===== src/hdl/deser_defines.svh =====
// Summary of operation
// two missed clock edges drop lock
// unlocked channel hunts for framing by itself
// system feeds lock back to sync request
// sleeping channel stops, outputs held high
// channel sleep affects only that channel
// global sleep forces all outputs high
// all six channel sleeps equal global sleep
// sleep and enable inputs default low
// leaving sleep enters initialization
// drive enable low floats data, clock only
// drive enable restored resumes prior state
// scan control floats every output first
// global sleep ranks second
// channel sleep outranks drive enable
// unlocked drives high, locked drives data
// standalone test obeys all overrides; the code floats every output while it runs
// scan overrides sleep and enable
// external test captures serial input levels
// self-test runs for fixed frame count
// result holds done and pass per channel
// pass only when error rate below limit
// both test controllers start close together
`ifndef DESER_DEFINES_SVH
`define DESER_DEFINES_SVH
`define NCH 6
`define DW 10
`define FRAME_LAST 4'hb
`define RCLK_RISE 4'h6
`define LOCK_FRAMES 7'h50
`define PIN_LCLK 0
`define PIN_LDAT 6
`define PIN_SLP 12
`define PIN_GSLP 18
`define PIN_REN 19
`define PIN_HIZN 20
`define PIN_BIST 21
`define NPIN 22
`define BIST_TIME_US 33000
`define SYS_CLK_KHZ 66000
`define BIST_FRAMES (`BIST_TIME_US * (`SYS_CLK_KHZ / 1000))
`define BER_DENOM 10000000
`define BFR_W 22
`define ERR_W 8
`endif


===== src/hdl/deser_pkg.sv =====
`include "deser_defines.svh"
package deser_pkg;
  typedef enum logic [1:0] {
    CH_SLEEP = 2'b00,
    CH_INIT = 2'b01,
    CH_LOCKED = 2'b10,
    CH_RESYNC = 2'b11
  } ch_state_t;
  typedef logic [`NCH-1:0][`DW-1:0] data_bus_t;
  typedef logic [`NCH-1:0] ch_vec_t;
  typedef logic [2*`NCH-1:0] result_t;
  typedef struct packed {
    logic [`NPIN-1:0] s1;
    logic [`NPIN-1:0] s2;
    logic [`NPIN-1:0] s3;
    logic [`NPIN-1:0] pin;
    ch_state_t [`NCH-1:0] st;
    logic [`NCH-1:0][3:0] bitcnt;
    logic [`NCH-1:0][11:0] sr;
    logic [`NCH-1:0][6:0] good;
    ch_vec_t miss;
    data_bus_t word;
    ch_vec_t rclk_int;
    data_bus_t dout;
    ch_vec_t doe;
    ch_vec_t rclk;
    ch_vec_t coe;
    ch_vec_t lock_n;
    ch_vec_t loe;
    logic bist_prev;
    logic [`NCH-1:0][`BFR_W-1:0] bfr;
    logic [`NCH-1:0][`ERR_W-1:0] berr;
    data_bus_t bprev;
    ch_vec_t bfirst;
    result_t result;
    ch_vec_t extest;
  } state_t;
endpackage


===== src/hdl/deser_control.sv =====
`timescale 1ns/1ps
`include "deser_defines.svh"
module deser_control
#(
  parameter int BIST_FRAMES = `BIST_FRAMES
)
(
  input wire logic MCLK,
  input wire logic RESETN,
  input wire deser_pkg::ch_vec_t LINK_CLK,
  input wire deser_pkg::ch_vec_t LINK_DATA,
  input wire deser_pkg::ch_vec_t CHANNEL_SLEEP_N,
  input wire logic GLOBAL_SLEEP_N,
  input wire logic OUTPUT_DRIVE_ENABLE,
  input wire logic SCAN_HIGHZ_N,
  input wire logic SCAN_SELFTEST_ACTIVE,
  output logic [`NCH*`DW-1:0] RECOVERED_DATA_OUT,
  output deser_pkg::ch_vec_t RECOVERED_DATA_OE,
  output deser_pkg::ch_vec_t CHANNEL_RECOVERED_CLOCK,
  output deser_pkg::ch_vec_t CHANNEL_RECOVERED_CLOCK_OE,
  output deser_pkg::ch_vec_t CHANNEL_LOCK_N,
  output deser_pkg::ch_vec_t CHANNEL_LOCK_N_OE,
  output deser_pkg::result_t SELFTEST_RESULT_CHAIN,
  output deser_pkg::ch_vec_t EXTEST_CAPTURE
);
  import deser_pkg::*;

  localparam int ERR_LIMIT = (BIST_FRAMES * `DW - 1) / `BER_DENOM;

  state_t cur_reg;
  state_t cur_next;
  logic [`NPIN-1:0] pins;
  ch_vec_t lclk_edge;
  ch_vec_t bit_in;
  ch_vec_t slp_n;
  ch_vec_t sleep_c;
  logic scan_off;
  logic bias_off;
  logic bist_on;
  logic bist_start;
  logic [11:0] sr_new;
  logic [`DW-1:0] word_new;

  // start bit high in the oldest slot, stop bit low in the newest
  function automatic logic frame_ok(input logic [11:0] f);
    frame_ok = f[11] & ~f[0];
  endfunction

  // first data bit arrives right after the start bit
  function automatic logic [`DW-1:0] frame_word(input logic [11:0] f);
    logic [`DW-1:0] w;
    w = '0;
    for (int i = 0; i < `DW; i++)
    begin
      w[i] = f[10-i];
    end
    frame_word = w;
  endfunction

  function automatic logic [`ERR_W-1:0] sat_add(
    input logic [`ERR_W-1:0] a,
    input logic [3:0] b
  );
    logic [`ERR_W:0] s;
    s = {1'b0, a} + {{(`ERR_W-3){1'b0}}, b};
    sat_add = s[`ERR_W] ? '1 : s[`ERR_W-1:0];
  endfunction

  function automatic logic [3:0] bit_errs(
    input logic [`DW-1:0] a,
    input logic [`DW-1:0] b
  );
    logic [3:0] n;
    n = '0;
    for (int i = 0; i < `DW; i++)
    begin
      n = n + {3'h0, a[i] ^ b[i]};
    end
    bit_errs = n;
  endfunction

  assign pins = {SCAN_SELFTEST_ACTIVE, ~SCAN_HIGHZ_N, OUTPUT_DRIVE_ENABLE,
                 GLOBAL_SLEEP_N, CHANNEL_SLEEP_N, LINK_DATA, LINK_CLK};

  always_comb
  begin
    sr_new = '0;
    word_new = '0;
    cur_next = cur_reg;
    cur_next.s1 = pins;
    cur_next.s2 = cur_reg.s1;
    cur_next.s3 = cur_reg.s2;
    // a bit sets once the second and third stages agree high, and clears as soon as they differ
    cur_next.pin = (cur_reg.s2 & cur_reg.s3)
                 | (cur_reg.pin & ~(cur_reg.s2 ^ cur_reg.s3));
    lclk_edge = cur_next.pin[`PIN_LCLK +: `NCH] & ~cur_reg.pin[`PIN_LCLK +: `NCH];
    bit_in = cur_next.pin[`PIN_LDAT +: `NCH];
    slp_n = cur_reg.pin[`PIN_SLP +: `NCH];
    scan_off = cur_reg.pin[`PIN_HIZN] | cur_reg.pin[`PIN_BIST];
    bias_off = ~cur_reg.pin[`PIN_GSLP] | ~|slp_n; // see
    bist_on = cur_reg.pin[`PIN_BIST];
    bist_start = bist_on & ~cur_reg.bist_prev;
    cur_next.bist_prev = bist_on;
    if (cur_reg.pin[`PIN_HIZN])
    begin
      // go/no-go level check of the serial inputs
      cur_next.extest = cur_reg.pin[`PIN_LDAT +: `NCH];
    end
    if (bist_start)
    begin
      cur_next.result = '0;
    end
    for (int c = 0; c < `NCH; c++)
    begin
      sleep_c[c] = bias_off | ~slp_n[c];
      if (sleep_c[c])
      begin
        // recovery loop halted; state is rebuilt on wake
        cur_next.st[c] = CH_SLEEP;
        cur_next.bitcnt[c] = '0;
        cur_next.good[c] = '0;
        cur_next.miss[c] = 1'b0;
        cur_next.rclk_int[c] = 1'b1;
      end
      else if (cur_reg.st[c] == CH_SLEEP)
      begin
        cur_next.st[c] = CH_INIT;
      end
      else if (lclk_edge[c])
      begin
        sr_new = {cur_reg.sr[c][10:0], bit_in[c]};
        word_new = frame_word(sr_new);
        cur_next.sr[c] = sr_new;
        cur_next.bitcnt[c] = cur_reg.bitcnt[c] + 4'h1;
        if (cur_reg.bitcnt[c] == `RCLK_RISE)
        begin
          cur_next.rclk_int[c] = 1'b1;
        end
        if (cur_reg.bitcnt[c] == `FRAME_LAST)
        begin
          cur_next.bitcnt[c] = '0;
          if (cur_reg.st[c] == CH_LOCKED)
          begin
            if (frame_ok(sr_new))
            begin
              cur_next.miss[c] = 1'b0;
              cur_next.word[c] = word_new;
              cur_next.rclk_int[c] = 1'b0;
              if (bist_on && cur_reg.bfr[c] != `BFR_W'(BIST_FRAMES))
              begin
                cur_next.bfr[c] = cur_reg.bfr[c] + `BFR_W'(1);
                cur_next.bfirst[c] = 1'b0;
                cur_next.bprev[c] = word_new;
                if (!cur_reg.bfirst[c])
                begin
                  // partner sends a counting pattern
                  cur_next.berr[c] = sat_add(cur_reg.berr[c],
                    bit_errs(word_new, cur_reg.bprev[c] + `DW'(1)));
                end
              end
            end
            else if (cur_reg.miss[c])
            begin
              // second miss in a row: lock is gone, hunt again
              cur_next.st[c] = CH_RESYNC; // see
              cur_next.good[c] = '0;
            end
            else
            begin
              cur_next.miss[c] = 1'b1;
              if (bist_on)
              begin
                cur_next.berr[c] = sat_add(cur_reg.berr[c], 4'(`DW));
              end
            end
          end
          else if (frame_ok(sr_new))
          begin
            cur_next.good[c] = cur_reg.good[c] + 7'h1;
            if (cur_reg.good[c] == `LOCK_FRAMES - 7'h1)
            begin
              cur_next.st[c] = CH_LOCKED;
              cur_next.miss[c] = 1'b0;
            end
          end
          else
          begin
            // slip one bit so the next edge tests a shifted window
            cur_next.good[c] = '0;
            cur_next.bitcnt[c] = `FRAME_LAST;
          end
        end
      end
      if (bist_start)
      begin
        cur_next.bfr[c] = '0;
        cur_next.berr[c] = '0;
        cur_next.bfirst[c] = 1'b1;
      end
      else if (cur_reg.bfr[c] == `BFR_W'(BIST_FRAMES))
      begin
        cur_next.result[2*c+1] = 1'b1; // see
        cur_next.result[2*c] = cur_reg.berr[c] <= `ERR_W'(ERR_LIMIT);
      end
      // output priority: scan, global sleep, channel sleep, enable, lock
      if (scan_off)
      begin
        cur_next.dout[c] = '1; // see see
        cur_next.rclk[c] = 1'b1;
        cur_next.lock_n[c] = 1'b1;
        cur_next.doe[c] = 1'b0;
        cur_next.coe[c] = 1'b0;
        cur_next.loe[c] = 1'b0;
      end
      else if (sleep_c[c])
      begin
        cur_next.dout[c] = '1; // see see
        cur_next.rclk[c] = 1'b1;
        cur_next.lock_n[c] = 1'b1;
        cur_next.doe[c] = 1'b1;
        cur_next.coe[c] = 1'b1;
        cur_next.loe[c] = 1'b1;
      end
      else
      begin
        // enable only gates drivers, channel state is untouched
        cur_next.doe[c] = cur_reg.pin[`PIN_REN]; // see
        cur_next.coe[c] = cur_reg.pin[`PIN_REN];
        cur_next.loe[c] = 1'b1;
        cur_next.lock_n[c] = cur_reg.st[c] != CH_LOCKED;
        if (cur_reg.st[c] == CH_LOCKED)
        begin
          cur_next.dout[c] = cur_reg.word[c];
          cur_next.rclk[c] = cur_reg.rclk_int[c];
        end
        else
        begin
          cur_next.dout[c] = '1;
          cur_next.rclk[c] = 1'b1;
        end
      end
    end
  end

  // pin stages reset to zero: sleep pins pull down, highz is kept inverted so no false float
  always_ff @(posedge MCLK or negedge RESETN)
  begin
    if (!RESETN)
    begin
      cur_reg <= '0;
      cur_reg.dout <= '1;
      cur_reg.doe <= '1;
      cur_reg.rclk <= '1;
      cur_reg.coe <= '1;
      cur_reg.lock_n <= '1;
      cur_reg.loe <= '1;
      cur_reg.rclk_int <= '1;
    end
    else
    begin
      cur_reg <= cur_next;
    end
  end

  assign RECOVERED_DATA_OUT = cur_reg.dout;
  assign RECOVERED_DATA_OE = cur_reg.doe;
  assign CHANNEL_RECOVERED_CLOCK = cur_reg.rclk;
  assign CHANNEL_RECOVERED_CLOCK_OE = cur_reg.coe;
  assign CHANNEL_LOCK_N = cur_reg.lock_n;
  assign CHANNEL_LOCK_N_OE = cur_reg.loe;
  assign SELFTEST_RESULT_CHAIN = cur_reg.result;
  assign EXTEST_CAPTURE = cur_reg.extest;

  property p_scan_float;
    @(posedge MCLK) disable iff (!RESETN)
    scan_off |=> (cur_reg.doe == '0) && (cur_reg.coe == '0) && (cur_reg.loe == '0);
  endproperty
  a_scan_float: assert property (p_scan_float)
    else $error("outputs driven under scan control");

  property p_global_high;
    @(posedge MCLK) disable iff (!RESETN)
    (!scan_off && !cur_reg.pin[`PIN_GSLP])
      |=> (cur_reg.dout == '1) && (cur_reg.lock_n == '1) && (cur_reg.doe == '1);
  endproperty
  a_global_high: assert property (p_global_high)
    else $error("global sleep did not force outputs high");

  property p_all_sleep;
    @(posedge MCLK) disable iff (!RESETN)
    (!scan_off && slp_n == '0) |=> (cur_reg.rclk == '1) && (cur_reg.coe == '1);
  endproperty
  a_all_sleep: assert property (p_all_sleep)
    else $error("all channel sleeps differ from global sleep");

  property p_ch_sleep;
    @(posedge MCLK) disable iff (!RESETN)
    (!scan_off && !slp_n[0] && !cur_reg.pin[`PIN_REN])
      |=> (cur_reg.dout[0] == '1) && cur_reg.doe[0] && (cur_reg.st[0] == CH_SLEEP);
  endproperty
  a_ch_sleep: assert property (p_ch_sleep)
    else $error("sleeping channel not driving high");

  property p_ren_float;
    @(posedge MCLK) disable iff (!RESETN)
    (!scan_off && !sleep_c[0] && !cur_reg.pin[`PIN_REN])
      |=> !cur_reg.doe[0] && !cur_reg.coe[0] && cur_reg.loe[0];
  endproperty
  a_ren_float: assert property (p_ren_float)
    else $error("drive enable low handled wrongly");

  property p_unlocked_high;
    @(posedge MCLK) disable iff (!RESETN)
    (!scan_off && !sleep_c[0] && cur_reg.st[0] != CH_LOCKED)
      |=> (cur_reg.dout[0] == '1) && cur_reg.lock_n[0];
  endproperty
  a_unlocked_high: assert property (p_unlocked_high)
    else $error("unlocked channel not high");

  property p_two_miss;
    @(posedge MCLK) disable iff (!RESETN)
    (!sleep_c[1] && cur_reg.st[1] == CH_LOCKED && lclk_edge[1] && cur_reg.miss[1]
      && cur_reg.bitcnt[1] == `FRAME_LAST && !frame_ok({cur_reg.sr[1][10:0], bit_in[1]}))
      |=> (cur_reg.st[1] == CH_RESYNC) ##1 (cur_reg.lock_n[1] || scan_off);
  endproperty
  a_two_miss: assert property (p_two_miss)
    else $error("second miss did not drop lock");

  property p_wake_init;
    @(posedge MCLK) disable iff (!RESETN)
    (cur_reg.st[0] == CH_SLEEP && !sleep_c[0]) |=> (cur_reg.st[0] == CH_INIT);
  endproperty
  a_wake_init: assert property (p_wake_init)
    else $error("wake did not enter initialization");

  property p_done_keeps;
    @(posedge MCLK) disable iff (!RESETN)
    (cur_reg.result[1] && !bist_start) |=> cur_reg.result[1];
  endproperty
  a_done_keeps: assert property (p_done_keeps)
    else $error("completion bit lost");
endmodule


===== config.mk =====
export PLATFORM = sky130hd
export DESIGN_NAME = deser_control
export DESIGN_NICKNAME = d
export VERILOG_FILES = /design/src/hdl/deser_pkg.sv /design/src/hdl/deser_control.sv
export VERILOG_INCLUDE_DIRS = /design/src /design/src/hdl
export SDC_FILE = /design/constraint.sdc
export NUM_CORES = 1
export LEC_CHECK = 0
export BUFFER_PORTS_ARGS = -buffer_cell sky130_fd_sc_hd__buf_2
export CORE_MARGIN = 3
export CORE_UTILIZATION = 63
export DETAILED_ROUTE_END_ITERATION = 12
export GPL_ROUTABILITY_DRIVEN = 1
export GPL_TIMING_DRIVEN = 0
export PLACE_DENSITY = 0.81
export SYNTH_ARGS = -nofsm -noshare
export SYNTH_HDL_FRONTEND = slang
export SYNTH_SLANG_ARGS = --single-unit

===== constraint.sdc =====
create_clock -name MCLK -period 5.03 [get_ports MCLK]
set_clock_uncertainty 0.15 [all_clocks]
set_input_delay 1.509 -clock MCLK [delete_from_list [all_inputs] [get_ports MCLK]]
set_output_delay 1.509 -clock MCLK [all_outputs]
set_load 0.005 [all_outputs]

==> flow_metrics.py, run 1 <==
metrics = {
    "global_routing": {
        "grt_pass1_wl_um": 128000,
        "grt_overflow": 0,
        "grt_pass1_vias": 25300,
        "antenna_found_initial": 0,
        "grt_max_degree": 131,
        "grt_use_total_pct": 27.8,
    },
    "floorplan": {
        "dieArea_mm2": 0.0556,
        "placementRows": 83,
        "floorplan.die.width_um": 236,
        "die_h_um": 236,
        "initial_core_util_pct": 64.3,
        "pin_count": 132,
        "coreArea_mm2": 0.0517,
    },
    "clock_tree": {
        "htree_levels": 3,
        "cts_tree": "built",
        "root_buffer": "clkbuf_16",
        "clockBufferDepth": 3,
        "path_clk_slew_ps": 60,
        "clk_latency_ps": 620,
        "cts_buffers": 69,
        "ctsHoldBuffers": 0,
        "cts_sinks": 648,
    },
    "critical_path": {
        "crit_arrival_ps": 5240,
        "reg2reg_slack_ps": 90,
        "cpMostUsedCell": "fa_1",
        "crit_path_max_incr_delay_ps": 590,
        "cp_slowest_cell": "fa_1",
        "critPathMaxFanout": 5,
        "crit_path_start_kind": "flip-flop",
        "worstPathCellList": "ha_2 -> nand3_1 -> or2_2 -> xnor2_2 -> fa_1 -> fa_1 -> inv_1 -> fa_1 -> fa_1 -> inv_1 -> fa_1 -> a211o_1 -> o211a_4 -> a21oi_4 -> a22oi_1 -> mux2i_1 -> nor2_1",
        "crit_type": "flip-flop to flip-flop",
        "path_buf_inv": 2,
        "crit_family": "adder cells",
        "worst_ep_required_time_ps": 5330,
        "endpoint_kind": "flip-flop",
    },
    "timing": {
        "slew_viol_final": 0,
        "setup_viol_count_final": 0,
        "whs_ps": 197,
        "setup_ws_ps": 90.4,
        "period_needed_ps": 4940,
        "post-route-period-util_pct": 98.2,
        "worst_pin_slew_ps": 1330,
        "max-slew-margin-rel_pct": 11.1,
        "finalSetupTns_ps": 0,
        "hold_violations": 0,
        "clock.fmax_mhz": 202,
    },
    "cells_and_area": {
        "regArea_mm2": 0.0163,
        "layout-drive-gt1-share_pct": 19.3,
        "mostFrequentLayoutCells": "562 x dfrtp_1, 280 x nand2_1, 276 x nor2_1",
        "stdcell_count": 4179,
        "nets": 3604,
        "utilization_pct": 72.6,
        "final_common_cell": "dfrtp_1",
        "multi_input_area_mm2": 0.0153,
        "num-fill-cells": 3664,
        "largest_register_ffs": 506,
        "antenna_cells": 0,
        "area_growth_pct": 12.9,
    },
    "drt": {
        "met1_length_um": 32500,
        "wl_met3_um": 5050,
        "vias": 25100,
        "remaining_drc_errors": 0,
        "met2_wirelength_um": 37600,
        "wl_per_cell_um": 18.7,
        "dr.pass1.iters": 6,
        "highest_layer": "met4",
        "vias_per_cell": 6.00,
        "antenna_left": 0,
        "wirelength_um": 78000,
        "drtIter0Drc": 2218,
    },
    "logic_synthesis": {
        "yosys_warnings": 0,
        "syn_area_per_cell_um2": 10.3,
        "synth_top_area_share_pct": 42.4,
        "synth_nets": 3383,
        "syn_inst": 3223,
        "netlist_area_mm2": 0.0332,
        "synth_cell_types": 85,
        "synth-seq-cells": 648,
        "synth_ff_type": "dfrtp_1",
        "netlist_top_cells_area": "dfrtp_1 42%, dfstp_2 6.7%, mux2_2 5.5%",
        "synth_area_leader_cell": "dfrtp_1",
        "synth-edff-count": 0,
        "yosysSeqAreaShare_pct": 49.1,
        "synthArstFlopShare_pct": 100,
    },
    "pwr": {
        "vdd_drop_max_v": 0.000319,
        "leakage_nw": 16.9,
        "power_density_mw_per_mm2": 318,
    },
    "place": {
        "gp_congestion": 0.925,
        "dp_slack_ps": -85.7,
        "hpwl_um": 53100,
        "place.port_buffers": 131,
        "dpl.cell_count": 4039,
    },
    "min_path": {
        "worstHoldPathType": "flip-flop to flip-flop",
    },
    "status": {
        "outcome": "finished clean",
    },
    "flow_run": {
        "max_cap_violations": 0,
    },
}
==> through the flow <==
| stage | power [W] | area [um^2] |
|---|---|---|
| 5_1_grt | 0.0124 | 37500 |
| 3_5_place_dp | 0.00671 | 34900 |
| 4_1_cts | 0.0120 | 37300 |
| 6_report | 0.0119 | 37500 |
| 3_3_place_gp | 0.00666 | 34800 |
| 2_1_floorplan | 0.00624 | 33200 |
==> final cells by class <==
cell class,count,share of cell area (%)
Sequential cell,648,43.5
Multi-Input combinational cell,2208,40.7
Clock buffer,99,5.20
Buffer,211,3.25
Timing Repair Buffer,150,2.42
Tap cell,680,2.27
Inverter,156,1.56
Clock inverter,27,1.05
==> routing by layer <==
layer	GRT usage (%)	vias up
li1	-	11600
met1	36.7	12400
met2	45.5	863
met3	5.58	191
met4	10.9	0
met5	0	-
==> report_power, final <==
| part | leakage [nW] | switching, W | internal, W |
|---|---|---|---|
| clock | 1.14 | 0.00210 | 0.00318 |
| sequential | 8.48 | 0.000160 | 0.00537 |
| combinational | 7.28 | 0.000724 | 0.000396 |
| total | 16.9 | 0.00299 | 0.00894 |
==> cells by family (layout without fill, tap and decap cells) <==
| logic type | Yosys count | in the layout | share of synthesized area (%) |
|---|---|---|---|
| compound gates | 523 | 523 | 10.2 |
| buf+inv | 367 | 643 | 5.43 |
| mux | 194 | 194 | 6.51 |
| fa+ha+maj | 136 | 136 | 6.07 |
| flops | 648 | 648 | 49.1 |
| simple gates | 1138 | 1138 | 17.0 |
| xor+xnor | 217 | 217 | 5.72 |
==> timing repair <==
item                       CTS  global route
setup endpoints to repair   15            29
setup buffers                0            14
gates resized for setup      6            32
pin swaps                    0            14
==> worst paths after layout <==
path	startpoint	to	cells past startpoint
hold reg to reg	cur_next[641]	cur_next[619]	0
setup / recovery	cur_reg[55]	cur_reg[109]	17
setup reg to reg	cur_reg[55]	cur_reg[109]	17
max in group asynchronous	RESETN	cur_reg[256]	3
min in group asynchronous	RESETN	cur_reg[376]	1
hold / removal	cur_next[641]	cur_next[619]	0
==> Yosys cell counts, types with 34 or more instances <==
cell type    n
a21oi_1    131
and3_1      45
buf_4      108
clkbuf_1    85
dfrtp_1    563
dfstp_2     85
fa_1        42
ha_1        94
inv_1      156
mux2_2     162
nand2_1    280
nand2b_1    87
nand3_1    119
nand4_1     55
nor2_1     278
nor3_1      74
o21ai_0    133
o31ai_1     34
or3_1       55
xnor2_1    163
xor2_1      54
No activity file was read; power rests on OpenSTA's default activity.
==> run 2, diff against run 1 <==
--- a/config.mk
+++ b/config.mk
@@ -8,11 +8,10 @@
 export LEC_CHECK = 0
 export BUFFER_PORTS_ARGS = -buffer_cell sky130_fd_sc_hd__buf_2
 export CORE_MARGIN = 3
-export CORE_UTILIZATION = 63
+export CORE_UTILIZATION = 28
 export DETAILED_ROUTE_END_ITERATION = 12
 export GPL_ROUTABILITY_DRIVEN = 1
 export GPL_TIMING_DRIVEN = 0
-export PLACE_DENSITY = 0.81
 export SYNTH_ARGS = -nofsm -noshare
 export SYNTH_HDL_FRONTEND = slang
 export SYNTH_SLANG_ARGS = --single-unit
==> constraint.sdc (replaced) <==
create_clock -name MCLK -period 4.7 [get_ports MCLK]
set_clock_uncertainty 0.15 [all_clocks]
set_input_delay 1.41 -clock MCLK [delete_from_list [all_inputs] [get_ports MCLK]]
set_output_delay 1.41 -clock MCLK [all_outputs]
set_load 0.005 [all_outputs]
==> flow_metrics.py, run 2 (synthesis results as in run 1) <==
metrics = {
    "status": {
        "outcome": "complete, but fails checks",
        "failed_checks": "negative setup slack",
    },
    "pwr": {
        "leakage_nw": 17.2,
        "switching_share_pct": 25.7,
        "pwr-share-clk_pct": 46.3,
        "p_int_w": 0.00990,
        "seqPwrFrac_pct": 44.4,
        "p_comb_share_pct": 9.3,
        "p_sw_w": 0.00342,
        "power_density_mw_per_mm2": 339,
        "vdd_drop_max_v": 0.000228,
        "p_total_w": 0.0133,
    },
    "clock_tree": {
        "clk_latency_ps": 640,
        "root_buffer": "clkbuf_16",
        "ctsHoldBuffers": 0,
        "clockBufferDepth": 3,
        "cts_tree": "built",
        "path_clk_slew_ps": 60,
        "htree_levels": 3,
        "cts_buffers": 77,
        "cts_sinks": 648,
    },
    "timing": {
        "worst_pin_slew_ps": 1310,
        "whs_ps": 196,
        "setup_ws_ps": -29.3,
        "period_needed_ps": 4730,
        "finalSetupTns_ps": -29.3,
        "hold_violations": 0,
        "clock.fmax_mhz": 211,
        "rsz0062_at_grt": "yes",
        "slew_viol_final": 0,
        "max-slew-margin-rel_pct": 12.6,
        "post-route-period-util_pct": 101,
        "setup_viol_count_final": 1,
    },
    "min_path": {
        "hold_depth": 0,
        "worstHoldStart": "cur_next[621]",
        "hold-path-endpoint": "cur_next[599]",
        "worstHoldPathType": "flip-flop to flip-flop",
    },
    "floorplan": {
        "floorplan.die.width_um": 351,
        "die_h_um": 351,
        "placementRows": 125,
        "dieArea_mm2": 0.123,
        "initial_core_util_pct": 28.4,
        "coreArea_mm2": 0.117,
        "pin_count": 132,
    },
    "critical_path": {
        "worstPathCellList": "ha_2 -> and3_4 -> and3_4 -> nand3_4 -> xnor2_2 -> fa_1 -> fa_1 -> inv_2 -> fa_1 -> fa_2 -> inv_2 -> fa_2 -> a21o_1 -> a21oi_4 -> o21ai_2 -> o41ai_2 -> a21oi_1",
        "r2r-end": "cur_reg[131]",
        "r2r_start": "cur_reg[75]",
        "cpMostUsedCell": "fa_1",
        "worst_ep_required_time_ps": 5040,
        "crit_path_max_incr_delay_ps": 580,
        "crit_path_start_kind": "flip-flop",
        "crit_arrival_ps": 5070,
        "reg2reg_slack_ps": -30,
        "cp_slowest_cell": "fa_1",
        "crit_type": "flip-flop to flip-flop",
        "rr_worst_depth": 17,
        "critPathMaxFanout": 4,
        "endpoint_kind": "flip-flop",
    },
    "cells_and_area": {
        "nets": 3630,
        "largest_register_ffs": 506,
        "layout-drive-gt1-share_pct": 22.0,
        "final_common_cell": "dfrtp_1",
        "stdcell_count": 5061,
        "mostFrequentLayoutCells": "560 x dfrtp_1, 278 x nand2_1, 271 x nor2_1",
        "area_growth_pct": 18.4,
        "utilization_pct": 33.6,
    },
    "drt": {
        "wirelength_um": 81700,
        "vias": 24400,
        "remaining_drc_errors": 0,
        "vias_per_cell": 4.83,
        "wl_per_cell_um": 16.1,
        "antenna_left": 0,
        "dr.pass1.iters": 5,
        "drtIter0Drc": 1661,
    },
    "place": {
        "hpwl_um": 56400,
        "place.port_buffers": 131,
        "dpl.cell_count": 4884,
        "gp_congestion": 0.858,
    },
    "global_routing": {
        "grt_max_degree": 115,
        "grt_overflow": 0,
        "grt_pass1_wl_um": 132000,
        "antenna_found_initial": 0,
        "grt_pass1_vias": 24000,
        "grt_use_total_pct": 13.2,
    },
    "flow_run": {
        "max_cap_violations": 0,
    },
}
==> run 2: cell count changes in the layout (fill, tap and decap cells not counted), sizes merged <==
cell and delta:
bufinv -2, clkinvlp +1, diode +2, buf +18
clkbuf +9, inv +2, clkinv +8
==> run 2: worst max-delay path, delay by kind of cell (launching register included) <==
family	cells	cell delay [ps]
AO/OA/AOI/OAI	5	1060
AND/OR/NAND/NOR	3	470
buffers and inverters	2	80
adder cells (fa/ha/maj)	6	2330
flip-flops	1	360
XOR/XNOR	1	140
==> run 2: power by group through the flow <==
stage	Combinational, W	Clock [W]	Sequential, W
5_1_grt	0.00139	0.00662	0.00594
4_1_cts	0.00123	0.00640	0.00592
2_1_floorplan	0.000729	0	0.00595
3_5_place_dp	0.00121	0	0.00602
6_report	0.00124	0.00617	0.00592
3_3_place_gp	0.00117	0	0.00602
==> run 2: cell type report <==
class                   count  area (um^2)
diodes                      2         5.00
plain buffers             211         1220
clock buffers             108         2230
clock inverters            36          400
fillers                 11900        77600
inverters                 156          586
multi-input cells        2208        15600
flip-flops and latches    648        16300
well taps                1524         1910
repair buffers            168         1070
==> run 2: worst max-delay path by stage <==
stage	from	end	depth (start not counted)
2_1_floorplan	cur_reg[74]	cur_reg[130]	18
3_3_place_gp	RESETN	cur_reg[385]	1
3_5_place_dp	cur_reg[66]	cur_reg[123]	17
4_1_cts	cur_reg[67]	cur_reg[123]	17
5_1_grt	cur_reg[75]	cur_reg[130]	18
6_report	cur_reg[75]	cur_reg[131]	17
==> run 2: per-layer routing <==
| layer | GRT usage, % | routed length (um) | up-vias | part of all wire [%] |
|---|---|---|---|---|
| met1 | 18.2 | 37700 | 12100 | 46 |
| met5 | 0 | 0 | - | 0 |
| met4 | 4.12 | 2310 | 0 | 2.8 |
| met3 | 2.18 | 3710 | 139 | 4.5 |
| met2 | 21.3 | 38000 | 532 | 46 |
| li1 | - | - | 11700 | - |
==> run 2: timing repair <==
action | 4_1_cts | 5_1_grt
pin swaps | 16 | 53
setup buffers | 13 | 18
endpoints found under the setup margin | 33 | 45
gates resized for setup | 38 | 77
endpoints found under the hold margin | 0 | 0
==> run 2: per-stage QoR <==
step,instance area [um^2],worst slack (ps)
after floorplan,33200,90.2
after CTS,38900,-8.24
after global routing,39300,-164
after detailed placement,36000,-424
after global placement,35800,-12430
final,39400,-29.3
